--- src/inc/ptcc_defs.svh ---
// Purpose: offsets, field positions and reset values of the timer channel
// Assumes: word-aligned registers on a 32-bit classic Wishbone bus
// Notes: the word index is the byte address divided by four
`ifndef PTCC_DEFS_SVH
`define PTCC_DEFS_SVH
// register word indices
`define PTCC_IDX_CTL 6'h00
`define PTCC_IDX_LIM 6'h01
`define PTCC_IDX_CNT 6'h02
`define PTCC_IDX_STA 6'h03
`define PTCC_IDX_CCC 6'h04
`define PTCC_IDX_CCV 6'h0A
`define PTCC_IDX_IFL 6'h10
`define PTCC_IDX_IEN 6'h11
// control register fields
`define PTCC_CTL_RUN 0
`define PTCC_CTL_PRESET 1
`define PTCC_CTL_DIR_LO 2
`define PTCC_CTL_SINGLE 4
`define PTCC_CTL_PEND 8
// direction codes
`define PTCC_DIR_UP 2'h0
`define PTCC_DIR_DOWN 2'h1
// flag positions: compare flags start at bit 2
`define PTCC_FLG_MAX 0
`define PTCC_FLG_ZERO 1
`define PTCC_FLG_CC0 2
// reset values
`define PTCC_RST_MAX 16'hFFFF
`define PTCC_RST_ZERO 16'h0000
// compare load timing codes
`define PTCC_LD_NOW 3'h0
`define PTCC_LD_ZERO 3'h1
`define PTCC_LD_MAX 3'h2
`define PTCC_LD_BOTH 3'h3
`define PTCC_LD_MATCH 3'h4
`endif

--- src/inc/ptcc_pkg.sv ---
// Purpose: types shared by the timer channel modules
// Assumes: constants live in ptcc_defs.svh
// Notes: nothing here is imported, every use is scoped
package ptcc_pkg;
   // counter phase, one-hot
   typedef enum logic [2:0] {
      ST_IDLE = 3'b001,
      ST_UP = 3'b010,
      ST_DOWN = 3'b100
   } ptcc_state_t;
   // channel control fields
   typedef struct packed {
      logic single;
      logic [1:0] dir;
      logic run;
   } ptcc_ctrl_t;
   // per-circuit control fields
   typedef struct packed {
      logic [2:0] load;
      logic func;
   } ptcc_ccctl_t;
endpackage

--- src/verilog/ptcc_cc_unit.sv ---
// Purpose: one comparator/capture circuit with its compare buffer
// Assumes: count, step and limit events come from the channel counter
// Notes: value register holds the captured count in capture mode
`timescale 1ns/1ps
`default_nettype none
`include "ptcc_defs.svh"
module ptcc_cc_unit (
   input wire logic clk,
   input wire logic nrst,
   input wire ptcc_pkg::ptcc_ccctl_t ctl,
   input wire logic wr,
   input wire logic [15:0] wdata,
   input wire logic step,
   input wire logic at_zero,
   input wire logic at_max,
   input wire logic [15:0] count,
   input wire logic cap_evt,
   output logic [15:0] value,
   output logic match,
   output logic cap_hit
);
   logic [15:0] buf_r; // value the comparator really sees
   logic ld; // transfer written value into the buffer
   // comparator looks at the buffer so a write mid-period cannot glitch
   assign match = !ctl.func && step && (count == buf_r);
   assign cap_hit = ctl.func && cap_evt;
   assign ld = (ctl.load == `PTCC_LD_ZERO) ? at_zero :
               (ctl.load == `PTCC_LD_MAX) ? at_max :
               (ctl.load == `PTCC_LD_BOTH) ? (at_zero | at_max) :
               (ctl.load == `PTCC_LD_MATCH) ? match : 1'b1;
   // value register: software write, or captured count
   always_ff @(posedge clk or negedge nrst) begin
      if (!nrst) begin
         value <= `PTCC_RST_ZERO;
      end else if (cap_hit) begin
         value <= count;
      end else if (wr) begin
         value <= wdata;
      end
   end
   // buffer load at the chosen moment
   always_ff @(posedge clk or negedge nrst) begin
      if (!nrst) begin
         buf_r <= `PTCC_RST_ZERO;
      end else if (ld) begin
         buf_r <= value;
      end
   end
endmodule // ptcc_cc_unit
`default_nettype wire

--- src/verilog/ptcc_sync_edge.sv ---
// Purpose: two-flop synchroniser with rising edge pulse per bit
// Assumes: inputs are asynchronous pins
// Notes: the first stage feeds only the second stage
`timescale 1ns/1ps
`default_nettype none
module ptcc_sync_edge #(parameter int W = 1) (
   input wire logic clk,
   input wire logic nrst,
   input wire logic [W-1:0] din,
   output logic [W-1:0] rise
);
   logic [W-1:0] s1_r; // metastability stage
   logic [W-1:0] s2_r; // stable copy
   logic [W-1:0] s3_r; // previous stable copy
   // three stages, edge taken from the stable pair only
   always_ff @(posedge clk or negedge nrst) begin
      if (!nrst) begin
         s1_r <= '0;
         s2_r <= '0;
         s3_r <= '0;
      end else begin
         s1_r <= din;
         s2_r <= s1_r;
         s3_r <= s2_r;
      end
   end
   assign rise = s2_r & ~s3_r;
endmodule // ptcc_sync_edge
`default_nettype wire

--- src/verilog/ptcc_top.sv ---
// Purpose: one channel of a 16-bit PWM timer with compare/capture
// Assumes: count clock arrives as a pin and is sampled on CLK_SYS
// Notes: registers reached over classic Wishbone, one word each
// Functional notes
// - 16-bit up/down counter, one step per count clock
// - direction field plus single-pass bit, six modes
// - repeat runs until cleared; single-pass halts itself
// - limit register bounds counter to zero..limit
// - report limit update pending flag to software
// - preset clears counter, or loads limit when down
// - counting up past limit clears to zero
// - active bit shows counter running
// - direction bit high counting up, low down
// - repeat up wraps, follows raised or lowered limit
// - single-pass up wraps at limit then halts
// - repeat down reloads limit, new limit after underflow
// - single-pass down reloads limit on underflow, halts
// - repeat up/down bounces, limit changes per phase
// - single-pass up/down halts reaching zero going down
// - per-circuit bit selects compare or capture
// - match asserts output and sets circuit flag
// - limit and zero flags set on reaching them
// - compare against buffer loaded at chosen timing
// - software programs limit, flags, mode, preset, run
// - interrupt only when an enabled flag is set
`timescale 1ns/1ps
`default_nettype none
`include "ptcc_defs.svh"
module ptcc_top #(parameter int NCC = 2) (
   input wire logic CLK_SYS,
   input wire logic NRST,
   input wire logic WB_CYC_I,
   input wire logic WB_STB_I,
   input wire logic WB_WE_I,
   input wire logic [7:0] WB_ADR_I,
   input wire logic [3:0] WB_SEL_I,
   input wire logic [31:0] WB_DAT_I,
   output logic [31:0] WB_DAT_O,
   output logic WB_ACK_O,
   input wire logic TIMER_COUNT_CLOCK,
   input wire logic [NCC-1:0] CAPTURE_TRIGGER_IN,
   output logic [NCC-1:0] TIMER_WAVE_OUT,
   output logic [NCC-1:0] TIMER_WAVE_OE,
   output logic IRQ
);
   localparam int FW = NCC + 2; // flag width

   // merge byte lanes of a 16-bit register
   function automatic logic [15:0] merge16(input logic [15:0] old,
         input logic [15:0] nw, input logic [1:0] sel);
      merge16 = {sel[1] ? nw[15:8] : old[15:8], sel[0] ? nw[7:0] : old[7:0]};
   endfunction

   // bus decode
   logic [5:0] idx; // word index
   logic req; // request pending, not yet answered
   logic wr; // write takes effect at the acknowledged edge
   logic [15:0] wd; // low half of write data
   assign idx = WB_ADR_I[7:2];
   assign req = WB_CYC_I && WB_STB_I && !WB_ACK_O;
   assign wr = WB_CYC_I && WB_STB_I && WB_WE_I && WB_ACK_O;
   assign wd = WB_DAT_I[15:0];
   logic wr_ctl, wr_lim, wr_ifl, wr_ien; // per-register write strobes
   assign wr_ctl = wr && idx == `PTCC_IDX_CTL;
   assign wr_lim = wr && idx == `PTCC_IDX_LIM;
   assign wr_ifl = wr && idx == `PTCC_IDX_IFL;
   assign wr_ien = wr && idx == `PTCC_IDX_IEN;

   // control state
   ptcc_pkg::ptcc_ctrl_t ctl_r; // run, direction, single-pass
   ptcc_pkg::ptcc_state_t st_r, st_nxt; // counter phase
   logic [15:0] cnt_r, cnt_nxt; // live count value
   logic [15:0] max_r; // active limit
   logic [15:0] shadow_r; // limit written, waiting to apply
   logic pend_r; // limit update pending
   logic [FW-1:0] flag_r; // sticky event flags
   logic [FW-1:0] en_r; // flag enables
   logic step_r; // counter moved last cycle
   logic irq_r; // registered request
   logic halt; // single-pass end point reached

   // mode decode; code 3 behaves as up/down
   logic dn_mode, ud_mode;
   assign dn_mode = ctl_r.dir == `PTCC_DIR_DOWN;
   assign ud_mode = ctl_r.dir[1];
   logic preset_w; // preset write pulse, never stored
   assign preset_w = wr_ctl && WB_SEL_I[0] && wd[`PTCC_CTL_PRESET];
   // preset obeys the direction written with it, so one write may do both
   logic preset_dn;
   assign preset_dn = wd[`PTCC_CTL_DIR_LO +: 2] == `PTCC_DIR_DOWN;

   // pin sampling: count clock plus capture triggers
   logic [NCC:0] rise;
   logic tick; // one count clock edge
   ptcc_sync_edge #(.W(NCC + 1)) u_sync (
      .clk(CLK_SYS),
      .nrst(NRST),
      .din({CAPTURE_TRIGGER_IN, TIMER_COUNT_CLOCK}),
      .rise(rise)
   );
   assign tick = rise[0];

   // limit applies when idle, at any up step, or at zero going down
   logic apply; // shadow moves into active limit
   logic [15:0] max_eff; // limit seen by this step
   assign apply = pend_r && (st_r == ptcc_pkg::ST_IDLE ||
                  (tick && (st_r == ptcc_pkg::ST_UP || cnt_r == 16'h0000)));
   assign max_eff = apply ? shadow_r : max_r;

   // counter next state
   always_comb begin
      cnt_nxt = cnt_r;
      st_nxt = st_r;
      halt = 1'b0;
      case (st_r)
         ptcc_pkg::ST_IDLE: begin
            if (ctl_r.run) begin
               st_nxt = dn_mode ? ptcc_pkg::ST_DOWN : ptcc_pkg::ST_UP;
            end
         end
         ptcc_pkg::ST_UP: begin
            if (!ctl_r.run) begin
               st_nxt = ptcc_pkg::ST_IDLE;
            end else if (tick) begin
               if (cnt_r > max_eff) begin
                  cnt_nxt = 16'h0000; // lowered limit
               end else if (cnt_r == max_eff && ud_mode) begin
                  // turn round at the limit
                  st_nxt = ptcc_pkg::ST_DOWN;
                  cnt_nxt = (cnt_r == 16'h0000) ? cnt_r : cnt_r - 16'h0001;
               end else if (cnt_r == max_eff) begin
                  cnt_nxt = 16'h0000;
                  halt = ctl_r.single;
               end else begin
                  cnt_nxt = cnt_r + 16'h0001;
               end
            end
         end
         ptcc_pkg::ST_DOWN: begin
            if (!ctl_r.run) begin
               st_nxt = ptcc_pkg::ST_IDLE;
            end else if (tick) begin
               if (cnt_r == 16'h0000 && ud_mode) begin
                  // bounce back up from zero
                  st_nxt = ptcc_pkg::ST_UP;
                  cnt_nxt = (max_eff == 16'h0000) ? cnt_r : 16'h0001;
                  halt = ctl_r.single;
               end else if (cnt_r == 16'h0000) begin
                  cnt_nxt = max_eff; // underflow reload
                  halt = ctl_r.single;
               end else begin
                  cnt_nxt = cnt_r - 16'h0001;
                  halt = ud_mode && ctl_r.single &&
                         cnt_r == 16'h0001;
               end
            end
         end
         default: begin
            st_nxt = ptcc_pkg::ST_IDLE;
         end
      endcase
      if (halt) begin
         st_nxt = ptcc_pkg::ST_IDLE;
      end
      // preset has the last word on the count value
      if (preset_w) begin
         cnt_nxt = preset_dn ? max_eff : 16'h0000;
         if (st_r != ptcc_pkg::ST_IDLE && !halt) begin
            st_nxt = preset_dn ? ptcc_pkg::ST_DOWN : ptcc_pkg::ST_UP;
         end
      end
   end

   // counter registers
   always_ff @(posedge CLK_SYS or negedge NRST) begin
      if (!NRST) begin
         cnt_r <= `PTCC_RST_ZERO;
         st_r <= ptcc_pkg::ST_IDLE;
         step_r <= 1'b0;
      end else begin
         cnt_r <= cnt_nxt;
         st_r <= st_nxt;
         step_r <= tick && ctl_r.run && st_r != ptcc_pkg::ST_IDLE;
      end
   end

   // control register; hardware halt clears run unless software sets it
   always_ff @(posedge CLK_SYS or negedge NRST) begin
      if (!NRST) begin
         ctl_r <= '0;
      end else if (wr_ctl && WB_SEL_I[0]) begin
         ctl_r.run <= wd[`PTCC_CTL_RUN];
         ctl_r.dir <= wd[`PTCC_CTL_DIR_LO +: 2];
         ctl_r.single <= wd[`PTCC_CTL_SINGLE];
      end else if (halt) begin
         ctl_r.run <= 1'b0;
      end
   end

   // limit: written into a shadow, flagged pending until applied
   always_ff @(posedge CLK_SYS or negedge NRST) begin
      if (!NRST) begin
         max_r <= `PTCC_RST_MAX;
         shadow_r <= `PTCC_RST_MAX;
         pend_r <= 1'b0;
      end else begin
         if (apply) begin
            max_r <= shadow_r;
         end
         if (wr_lim) begin
            shadow_r <= merge16(shadow_r, wd, WB_SEL_I[1:0]);
            pend_r <= 1'b1;
         end else if (apply) begin
            pend_r <= 1'b0;
         end
      end
   end

   // comparator/capture circuits
   logic at_max, at_zero; // counter landed on limit or zero
   assign at_max = step_r && cnt_r == max_r;
   assign at_zero = step_r && cnt_r == 16'h0000;
   ptcc_pkg::ptcc_ccctl_t ccc_r [NCC]; // circuit controls
   logic [15:0] ccv [NCC]; // circuit values
   logic [NCC-1:0] match, cap_hit; // circuit events
   genvar g;
   for (g = 0; g < NCC; g++) begin : g_cc
      logic wr_ccv; // value write strobe for this circuit
      assign wr_ccv = wr && idx == `PTCC_IDX_CCV + 6'(g);
      // circuit control register
      always_ff @(posedge CLK_SYS or negedge NRST) begin
         if (!NRST) begin
            ccc_r[g] <= '0;
         end else if (wr && WB_SEL_I[0] && idx == `PTCC_IDX_CCC + 6'(g)) begin
            ccc_r[g].func <= wd[0];
            ccc_r[g].load <= wd[6:4];
         end
      end
      ptcc_cc_unit u_cc (
         .clk(CLK_SYS),
         .nrst(NRST),
         .ctl(ccc_r[g]),
         .wr(wr_ccv),
         .wdata(merge16(ccv[g], wd, WB_SEL_I[1:0])),
         .step(step_r),
         .at_zero(at_zero),
         .at_max(at_max),
         .count(cnt_r),
         .cap_evt(rise[g+1]),
         .value(ccv[g]),
         .match(match[g]),
         .cap_hit(cap_hit[g])
      );
      // shared pin: driven only in compare mode
      always_ff @(posedge CLK_SYS or negedge NRST) begin
         if (!NRST) begin
            TIMER_WAVE_OUT[g] <= 1'b0;
            TIMER_WAVE_OE[g] <= 1'b0;
         end else begin
            TIMER_WAVE_OUT[g] <= match[g];
            TIMER_WAVE_OE[g] <= !ccc_r[g].func;
         end
      end
   end

   // flags: set beats write-one-to-clear in the same cycle
   logic [FW-1:0] flag_set, flag_clr;
   assign flag_set = {match | cap_hit, at_zero, at_max};
   assign flag_clr = wr_ifl ? FW'(wd & {{8{WB_SEL_I[1]}}, {8{WB_SEL_I[0]}}})
                            : '0;
   always_ff @(posedge CLK_SYS or negedge NRST) begin
      if (!NRST) begin
         flag_r <= '0;
         en_r <= '0;
         irq_r <= 1'b0;
      end else begin
         flag_r <= (flag_r & ~flag_clr) | flag_set;
         if (wr_ien) begin
            en_r <= FW'(merge16(16'(en_r), wd, WB_SEL_I[1:0]));
         end
         irq_r <= |(flag_r & en_r);
      end
   end
   assign IRQ = irq_r;

   // status views
   logic up_stat;
   assign up_stat = st_r == ptcc_pkg::ST_UP ||
                    (st_r == ptcc_pkg::ST_IDLE && !dn_mode);
   logic [15:0] ctl_rd, sta_rd;
   assign ctl_rd = {7'h00, pend_r, 3'h0, ctl_r.single, ctl_r.dir, 1'b0,
                    ctl_r.run};
   assign sta_rd = {14'h0000, up_stat, st_r != ptcc_pkg::ST_IDLE};

   // read mux; unmapped words read zero but are still acknowledged
   logic [15:0] rd;
   always_comb begin
      rd = 16'h0000;
      case (idx)
         `PTCC_IDX_CTL: rd = ctl_rd;
         `PTCC_IDX_LIM: rd = shadow_r;
         `PTCC_IDX_CNT: rd = cnt_r;
         `PTCC_IDX_STA: rd = sta_rd;
         `PTCC_IDX_IFL: rd = 16'(flag_r);
         `PTCC_IDX_IEN: rd = 16'(en_r);
         default: begin
            for (int i = 0; i < NCC; i++) begin
               if (idx == `PTCC_IDX_CCC + 6'(i)) begin
                  rd = {9'h000, ccc_r[i].load, 3'h0, ccc_r[i].func};
               end
               if (idx == `PTCC_IDX_CCV + 6'(i)) begin
                  rd = ccv[i];
               end
            end
         end
      endcase
   end

   // answer one cycle after the request, data captured with it
   always_ff @(posedge CLK_SYS or negedge NRST) begin
      if (!NRST) begin
         WB_ACK_O <= 1'b0;
         WB_DAT_O <= 32'h0000_0000;
      end else begin
         WB_ACK_O <= req;
         if (req) begin
            WB_DAT_O <= {16'h0000, rd};
         end
      end
   end
endmodule // ptcc_top
`default_nettype wire
--- config.mk ---
export PLATFORM = sky130hd
export DESIGN_NAME = ptcc_top
export DESIGN_NICKNAME = d
export VERILOG_FILES = /design/src/inc/ptcc_pkg.sv /design/src/verilog/ptcc_cc_unit.sv /design/src/verilog/ptcc_sync_edge.sv /design/src/verilog/ptcc_top.sv
export VERILOG_INCLUDE_DIRS = /design/src /design/src/inc
export SDC_FILE = /design/constraint.sdc
export NUM_CORES = 1
export LEC_CHECK = 0
export ABC_AREA = 1
export BUFFER_PORTS_ARGS = -buffer_cell sky130_fd_sc_hd__buf_2
export CELL_PAD_IN_SITES_DETAIL_PLACEMENT = 1
export CELL_PAD_IN_SITES_GLOBAL_PLACEMENT = 2
export CORE_MARGIN = 3
export CORE_UTILIZATION = 32
export DETAILED_ROUTE_END_ITERATION = 12
export PLACE_DENSITY = 0.77
export RECOVER_POWER = 50
export SETUP_SLACK_MARGIN = 0.2
export SYNTH_ARGS = -nofsm -noshare
export SYNTH_HDL_FRONTEND = slang
export SYNTH_SLANG_ARGS = --single-unit
--- constraint.sdc ---
create_clock -name CLK_SYS -period 4.1 [get_ports CLK_SYS]
set_clock_uncertainty 0.2 [all_clocks]
set_input_delay 0.41 -clock CLK_SYS [delete_from_list [all_inputs] [get_ports CLK_SYS]]
set_output_delay 0.41 -clock CLK_SYS [all_outputs]
set_load 0.02 [all_outputs]
## After elaboration in Yosys (flattened, before gate mapping)

Index checks and enable logic that the tools add are counted.
W data, S select, Z words.

| operators by class | value |
|---|---|
| add/sub/neg operators | 2 |
| magnitude comparators | 1 |
| equal/unequal tests | 34 |
| multiplexer cells | 63 |
| bitwise logic cells | 9 |
| reductions and logical operators | 62 |

Operator list:

| cell | count |
|---|---|
| $mux W16 | 21 |
| $pmux W16 S6 | 1 |
| $eq A16 B16 Y1 | 4 |
| $mux W3 | 13 |
| $logic_and A1 B1 Y1 | 33 |
| $logic_not A16 Y1 | 2 |
| $pmux W16 S2 | 1 |
| $mux W1 | 21 |
| $add A16 B1 Y16 const B | 1 |
| $eq A16 B1 Y1 const B | 1 |
| $gt A16 B16 Y1 | 1 |
| $mux W8 | 2 |
| $reduce_bool A2 Y1 | 8 |
| $sub A16 B1 Y16 const B | 1 |
| $eq A3 B2 Y1 const B | 5 |
| $reduce_and A2 Y1 | 7 |
| $and A4 B4 Y4 | 3 |
| $eq A6 B2 Y1 const B | 2 |
| $eq A6 B3 Y1 const B | 2 |
| $eq A6 B4 Y1 const B | 2 |
| $eq A6 B5 Y1 const B | 2 |
| $ne A3 B3 Y1 const B | 4 |
| $eq A3 B1 Y1 const B | 3 |
| $eq A3 B3 Y1 const B | 3 |
| 21 further kinds | 28 |

| word-level totals | value |
|---|---|
| register bits | 168 |
| bits of input ports | 52 |
| output and inout port bits | 38 |
| logic and storage cells | 203 |

## Depth between registers and ports, before layout

| logic depth | value |
|---|---|
| word-level depth | 17 |
| depth in mapped cells | 30 |
| gate-level depth less buffers | 27 |

## Cells and area by module

Synthesis repeated with hierarchy kept, for this count alone.

| second synthesis, totals | value |
|---|---|
| cells, all modules | 1,543 |
| area total of the unflattened synthesis | 11,080.6 um2 |

Modules (own cells, without submodules):

| module | times used | cells an instance | area an instance (um2) | sequential area each (um2) |
|---|---|---|---|---|
| ptcc_top | 1 | 1,008 | 7,104.3 | 2,418.6 |
| ptcc_cc_unit | 2 | 260 | 1,860.5 | 800.8 |
| ptcc_sync_edge | 1 | 15 | 255.2 | 225.2 |

## Least setup slack after synthesis

No wires, ideal clock.

| timing path | value |
|---|---|
| kind | register to register |
| start point | reg cnt_r[0] |
| end point | reg cnt_r[11] |
| library setup time | 0.073 ns |
| data arrival time | 3.789 ns |
| data required time | 3.827 ns |
| path slack | 0.038 ns |
| cell stages (with the launch flop) | 30 |
| buffers on the path | 4 |
| clock period less this slack | 4.062 ns |
| cells stage by stage | dfrtp_1 > clkbuf_1 > inv_1 > ha_1 > nand2_4 > nor2_4 > nand2_2 > nand2_2 > nand2_2 > nand2_4 > nand2_2 > buf_6 > buf_6 > nand2_1 > o21a_1 > inv_1 > ha_1 > inv_1 > nor2_1 > nand4_1 > nor3_1 > nand2_1 > nor2_2 > buf_4 > nand3_1 > a21oi_1 > nand2_1 > nand2_1 > nand2_1 > a21oi_2 |

| on the way | value |
|---|---|
| word-level cells in the longest chain between the ends | 14 |

Ends and longest elaborated chain:

| element | RTL line | source |
|---|---|---|
| start, declared | ptcc_top.sv:72 | `logic [15:0] cnt_r, cnt_nxt;` |
| start signal, assigned | ptcc_top.sv:177 | `` cnt_r <= `PTCC_RST_ZERO; `` |
| start signal, assigned | ptcc_top.sv:181 | `cnt_r <= cnt_nxt;` |
| $logic_not A16 Y1 * | ptcc_top.sv:107 | `(tick && (st_r == ptcc_pkg::ST_UP \|\| cnt_r == 16'h0000)));` |
| $logic_or A1 B1 Y1 * | ptcc_top.sv:107 |  |
| $logic_and A1 B1 Y1 * | ptcc_top.sv:107 |  |
| $logic_or A1 B1 Y1 * | ptcc_top.sv:106 | `assign apply = pend_r && (st_r == ptcc_pkg::ST_IDLE \|\|` |
| $logic_and A1 B1 Y1 * | ptcc_top.sv:106 |  |
| $mux W16 * | - |  |
| net max_eff[8] | ptcc_top.sv:105 | `logic [15:0] max_eff;` |
| branches (longest 8 deep; another with $gt A16 B16 Y1) | - |  |

Mark *: on every way through the listed nets, which the timed path passes. The select of a mux whose other input is x is not followed.
A chain may end at the register's enable or synchronous reset.

## Worst setup path after layout

| timing path | value |
|---|---|
| start point | reg cnt_r[1] |
| end point | reg cnt_r[9] |

| on the way | value |
|---|---|
| word-level cells in the longest chain between the ends | 14 |

Ends and longest elaborated chain:

| element |
|---|
| branches (longest 14 deep; another with $gt A16 B16 Y1) |

Parallel ways; which one is timed is not known. The select of a mux whose other input is x is not followed.

==> metrics.yaml <==
status: "finished with violations"
violations: "max-capacitance violations, max-slew violations"
rsz0062_at_grt: "yes"
start_util_pct: 32.76
peakVddDrop_uv: 302.2
numPortBuffers: 53
netlist_instances: 1331
rows: 64
pin_count: 90
clockBufferDepth: 2
grt_usage_pct: 23.50
drive_gt1_share_pct: 19.17
gp_congestion: 0.8599
r2r_slack_ns: 0.33
synth_cell_types: 56
clockRootBuffer: "clkbuf_16"
clk_latency_ns: 0.45
power.density_nw_per_um2: 306.5
synth.avg_cell_area_sq_um: 7.609
cts_sinks: 168
path_class: "reg2reg"
ant_nets: 0
critPathArrivalTime_ns: 3.95
max_cap_viol_count: 3
finalNonFillerCells: 1841
tightestPinTransition_ns: 1.809
die_h_microns: 183.9
finalHoldViolations: 0
rr_worst_depth: 26
drt_wl_total_microns: 39420
path_max_fanout: 8
whs_path_depth: 3
grt_pass1_wl_microns: 60500
yosysWarnings: 0
synth_most_common_cell: "nand2_1"
fmax_mhz: 264.9
wl_per_cell_microns: 21.41
drv_slew: 95
post-route-period-util_pct: 92.06
critPathRequiredTime_ns: 4.28
drc: 0
grt_antenna_before_repair: 0
synth_commonest_cells: "290 x nand2_1, 169 x inv_1, 136 x o21ai_0"
synthTopCellsByArea: "dfrtp_1 33%, nand2_1 11%, dfstp_2 8.6%, o21ai_0 6.7%, inv_1 6.3%"
first_pass_iters: 5
period_needed_ns: 3.775
cts_tree: "done"
tns_ns: 0
yosysSeqAreaShare_pct: 41.92
dp.cells: 1787
grt_overflow_total: 0
synthFlopType: "dfrtp_1"
syn_area_sq_um: 10130
cts_inserted_buffers: 17
dpl.hpwl_microns: 28810
grt_max_degree: 68
antenna_cells: 0
synth_top_area_share_pct: 33.36
p_leak_nw: 5.641
finalSetupViolations: 0
first_global_vias: 10000
dr.first_iter.drc_count: 675
htree_levels: 4
cp-start-kind: "flop"
async_flop_share_pct: 100.0
die_area_sq_um: 33820
fp.dieW_microns: 183.9
cp-end-kind: "flop"
area_delta_synth_final_pct: 19.37
synth-edff-count: 0
holdCritPathClass: "in2reg"
via_per_inst: 5.288
clk_pin_slew_worst_paths_ns: 0.08
core_sq_um: 30910
num_vias: 9736
max_slew_margin_pct: -20.60
yosys.area.top_type: "dfrtp_1"
ys_ff_latch: 168
nNetsFinal: 1502
-- sequential cells by signal, summed over array words and instances, names as in the netlist, 3 cells and up --
name and flops:
g_cc.u_cc.buf_r 32, g_cc.u_cc.value 32, WB_DAT_O 16, cnt_r 16, max_r 16, shadow_r 16, ccc_r 8, ctl_r 4
en_r 4, flag_r 4, st_r 3, u_sync.s1_r 3, u_sync.s2_r 3, u_sync.s3_r 3
-- cells in the final DEF, fill, tap and decap left out, types with 4 or more instances in the layout --
cell type and count:
nor4_1 8, o2111ai_1 6, buf_6 4, or2_2 4, nand3_1 54, nor3_1 19, ha_4 7, o21a_1 12
a21oi_2 19, o22ai_1 40, nand4_1 13, inv_2 6, clkinv_1 4, nor2_4 5, o21ai_2 8, buf_2 31
conb_1 16, clkbuf_1 25, nor2_2 15, nand3_2 5, ha_1 11, a221oi_1 5, dfrtp_1 135, inv_1 163
o211ai_1 39, buf_4 70, a21oi_1 41, xor2_1 31, clkbuf_16 19, inv_6 6, nand2_1 278, dfstp_2 33
nor2_1 102, dlygate4sd3_1 4, nand2_2 16, o21ai_0 135
-- cell type report --
cell class,instances,area (sq um)
Tap cell,396,495.5
Clock inverter,14,158.9
Fill cell,3808,18820
Clock buffer,18,439.2
Inverter,176,668.1
Multi-Input combinational cell,929,5122
Sequential cell,168,4245
Timing Repair Buffer,140,959.7
-- worst max-delay path: stages (launching register included) --
cell	delay [ns]
dfrtp_1	0.40
inv_2	0.09
ha_4	0.16
nand2_4	0.07
nor2_4	0.15
nand2_2	0.07
nand2_2	0.06
nand2_2	0.06
nand2_4	0.11
nand2_8	0.09
buf_12	0.16
buf_6	0.11
o21ai_4	0.17
ha_4	0.17
nand2_4	0.05
nor2_4	0.11
nand4_1	0.19
nor3_2	0.20
nand2_1	0.11
nor2_4	0.19
buf_6	0.18
nand3_1	0.09
a21oi_2	0.18
nand2_1	0.06
nand2_1	0.06
nand2_1	0.06
a21oi_2	0.11
-- per-stage QoR --
stage	hold slack, ns	power, mW	setup slack [ns]	util, %	cell area, sq um
floorplan	-0.08559	1.894	0.2355	-	10190
global placement	0.1316	2.015	0.1643	35.88	11090
detailed placement	0.1358	2.021	0.08399	35.88	11090
CTS	0.02862	3.730	0.2063	38.18	11800
global route	0.05553	3.852	0.1202	39.11	12090
finish	0.04399	3.705	0.3255	39.11	12090
-- cells by family (layout without fill, tap and decap cells) --
logic type,count (synthesis),in the layout,synth area share (%)
AO/OA/AOI/OAI,331,331,19.85
buffers and inverters,249,348,10.51
flip-flops,168,168,41.92
multiplexers,1,1,0.1112
AND/OR/NAND/NOR,529,529,22.40
adder cells (fa/ha/maj),18,18,2.224
XOR/XNOR,34,34,2.940
other,1,16,0.03703
-- worst paths after layout --
kind	endpoint	from
worst max-delay path	cnt_r[9]$_DFFE_PN0P_	cnt_r[1]$_DFFE_PN0P_
worst min-delay path	g_cc[1].u_cc.value[13]$_DFFE_PN0P_	WB_DAT_I[13]
worst max register to register	cnt_r[9]$_DFFE_PN0P_	cnt_r[1]$_DFFE_PN0P_
worst min register to register	u_sync.s2_r[0]$_DFF_PN0_	u_sync.s1_r[0]$_DFF_PN0_
max in group asynchronous	g_cc[1].u_cc.buf_r[12]$_DFFE_PN0P_	NRST
min in group asynchronous	st_r[1]$_DFF_PN0_	NRST
-- per-layer routing --
layer	wire [microns]	track usage, %	vias up
li1	-	-	4586
met1	19160	33.80	4891
met2	18370	38.05	224
met3	1326	2.691	35
met4	561	5.413	0
met5	0	0	-
-- power by group --
| group | internal [mW] | total (mW) | leakage, nW | switching, mW |
|---|---|---|---|---|
| clock | 0.928 | 1.70 | 0.289 | 0.775 |
| combinational | 0.0815 | 0.282 | 3.23 | 0.201 |
| sequential | 1.70 | 1.72 | 2.12 | 0.0233 |
| total | 2.71 | 3.70 | 5.64 | 0.999 |
-- timing repair --
action | in CTS | in global routing
buffers inserted | 5 | 11
endpoints found under the hold margin | 60 | 0
pin swaps | 7 | 26
resized for setup | 10 | 50
setup endpoints to repair | 19 | 20
gates cloned | 0 | 2
hold buffers | 4 | 0
(Power assumes the default switching activity.)
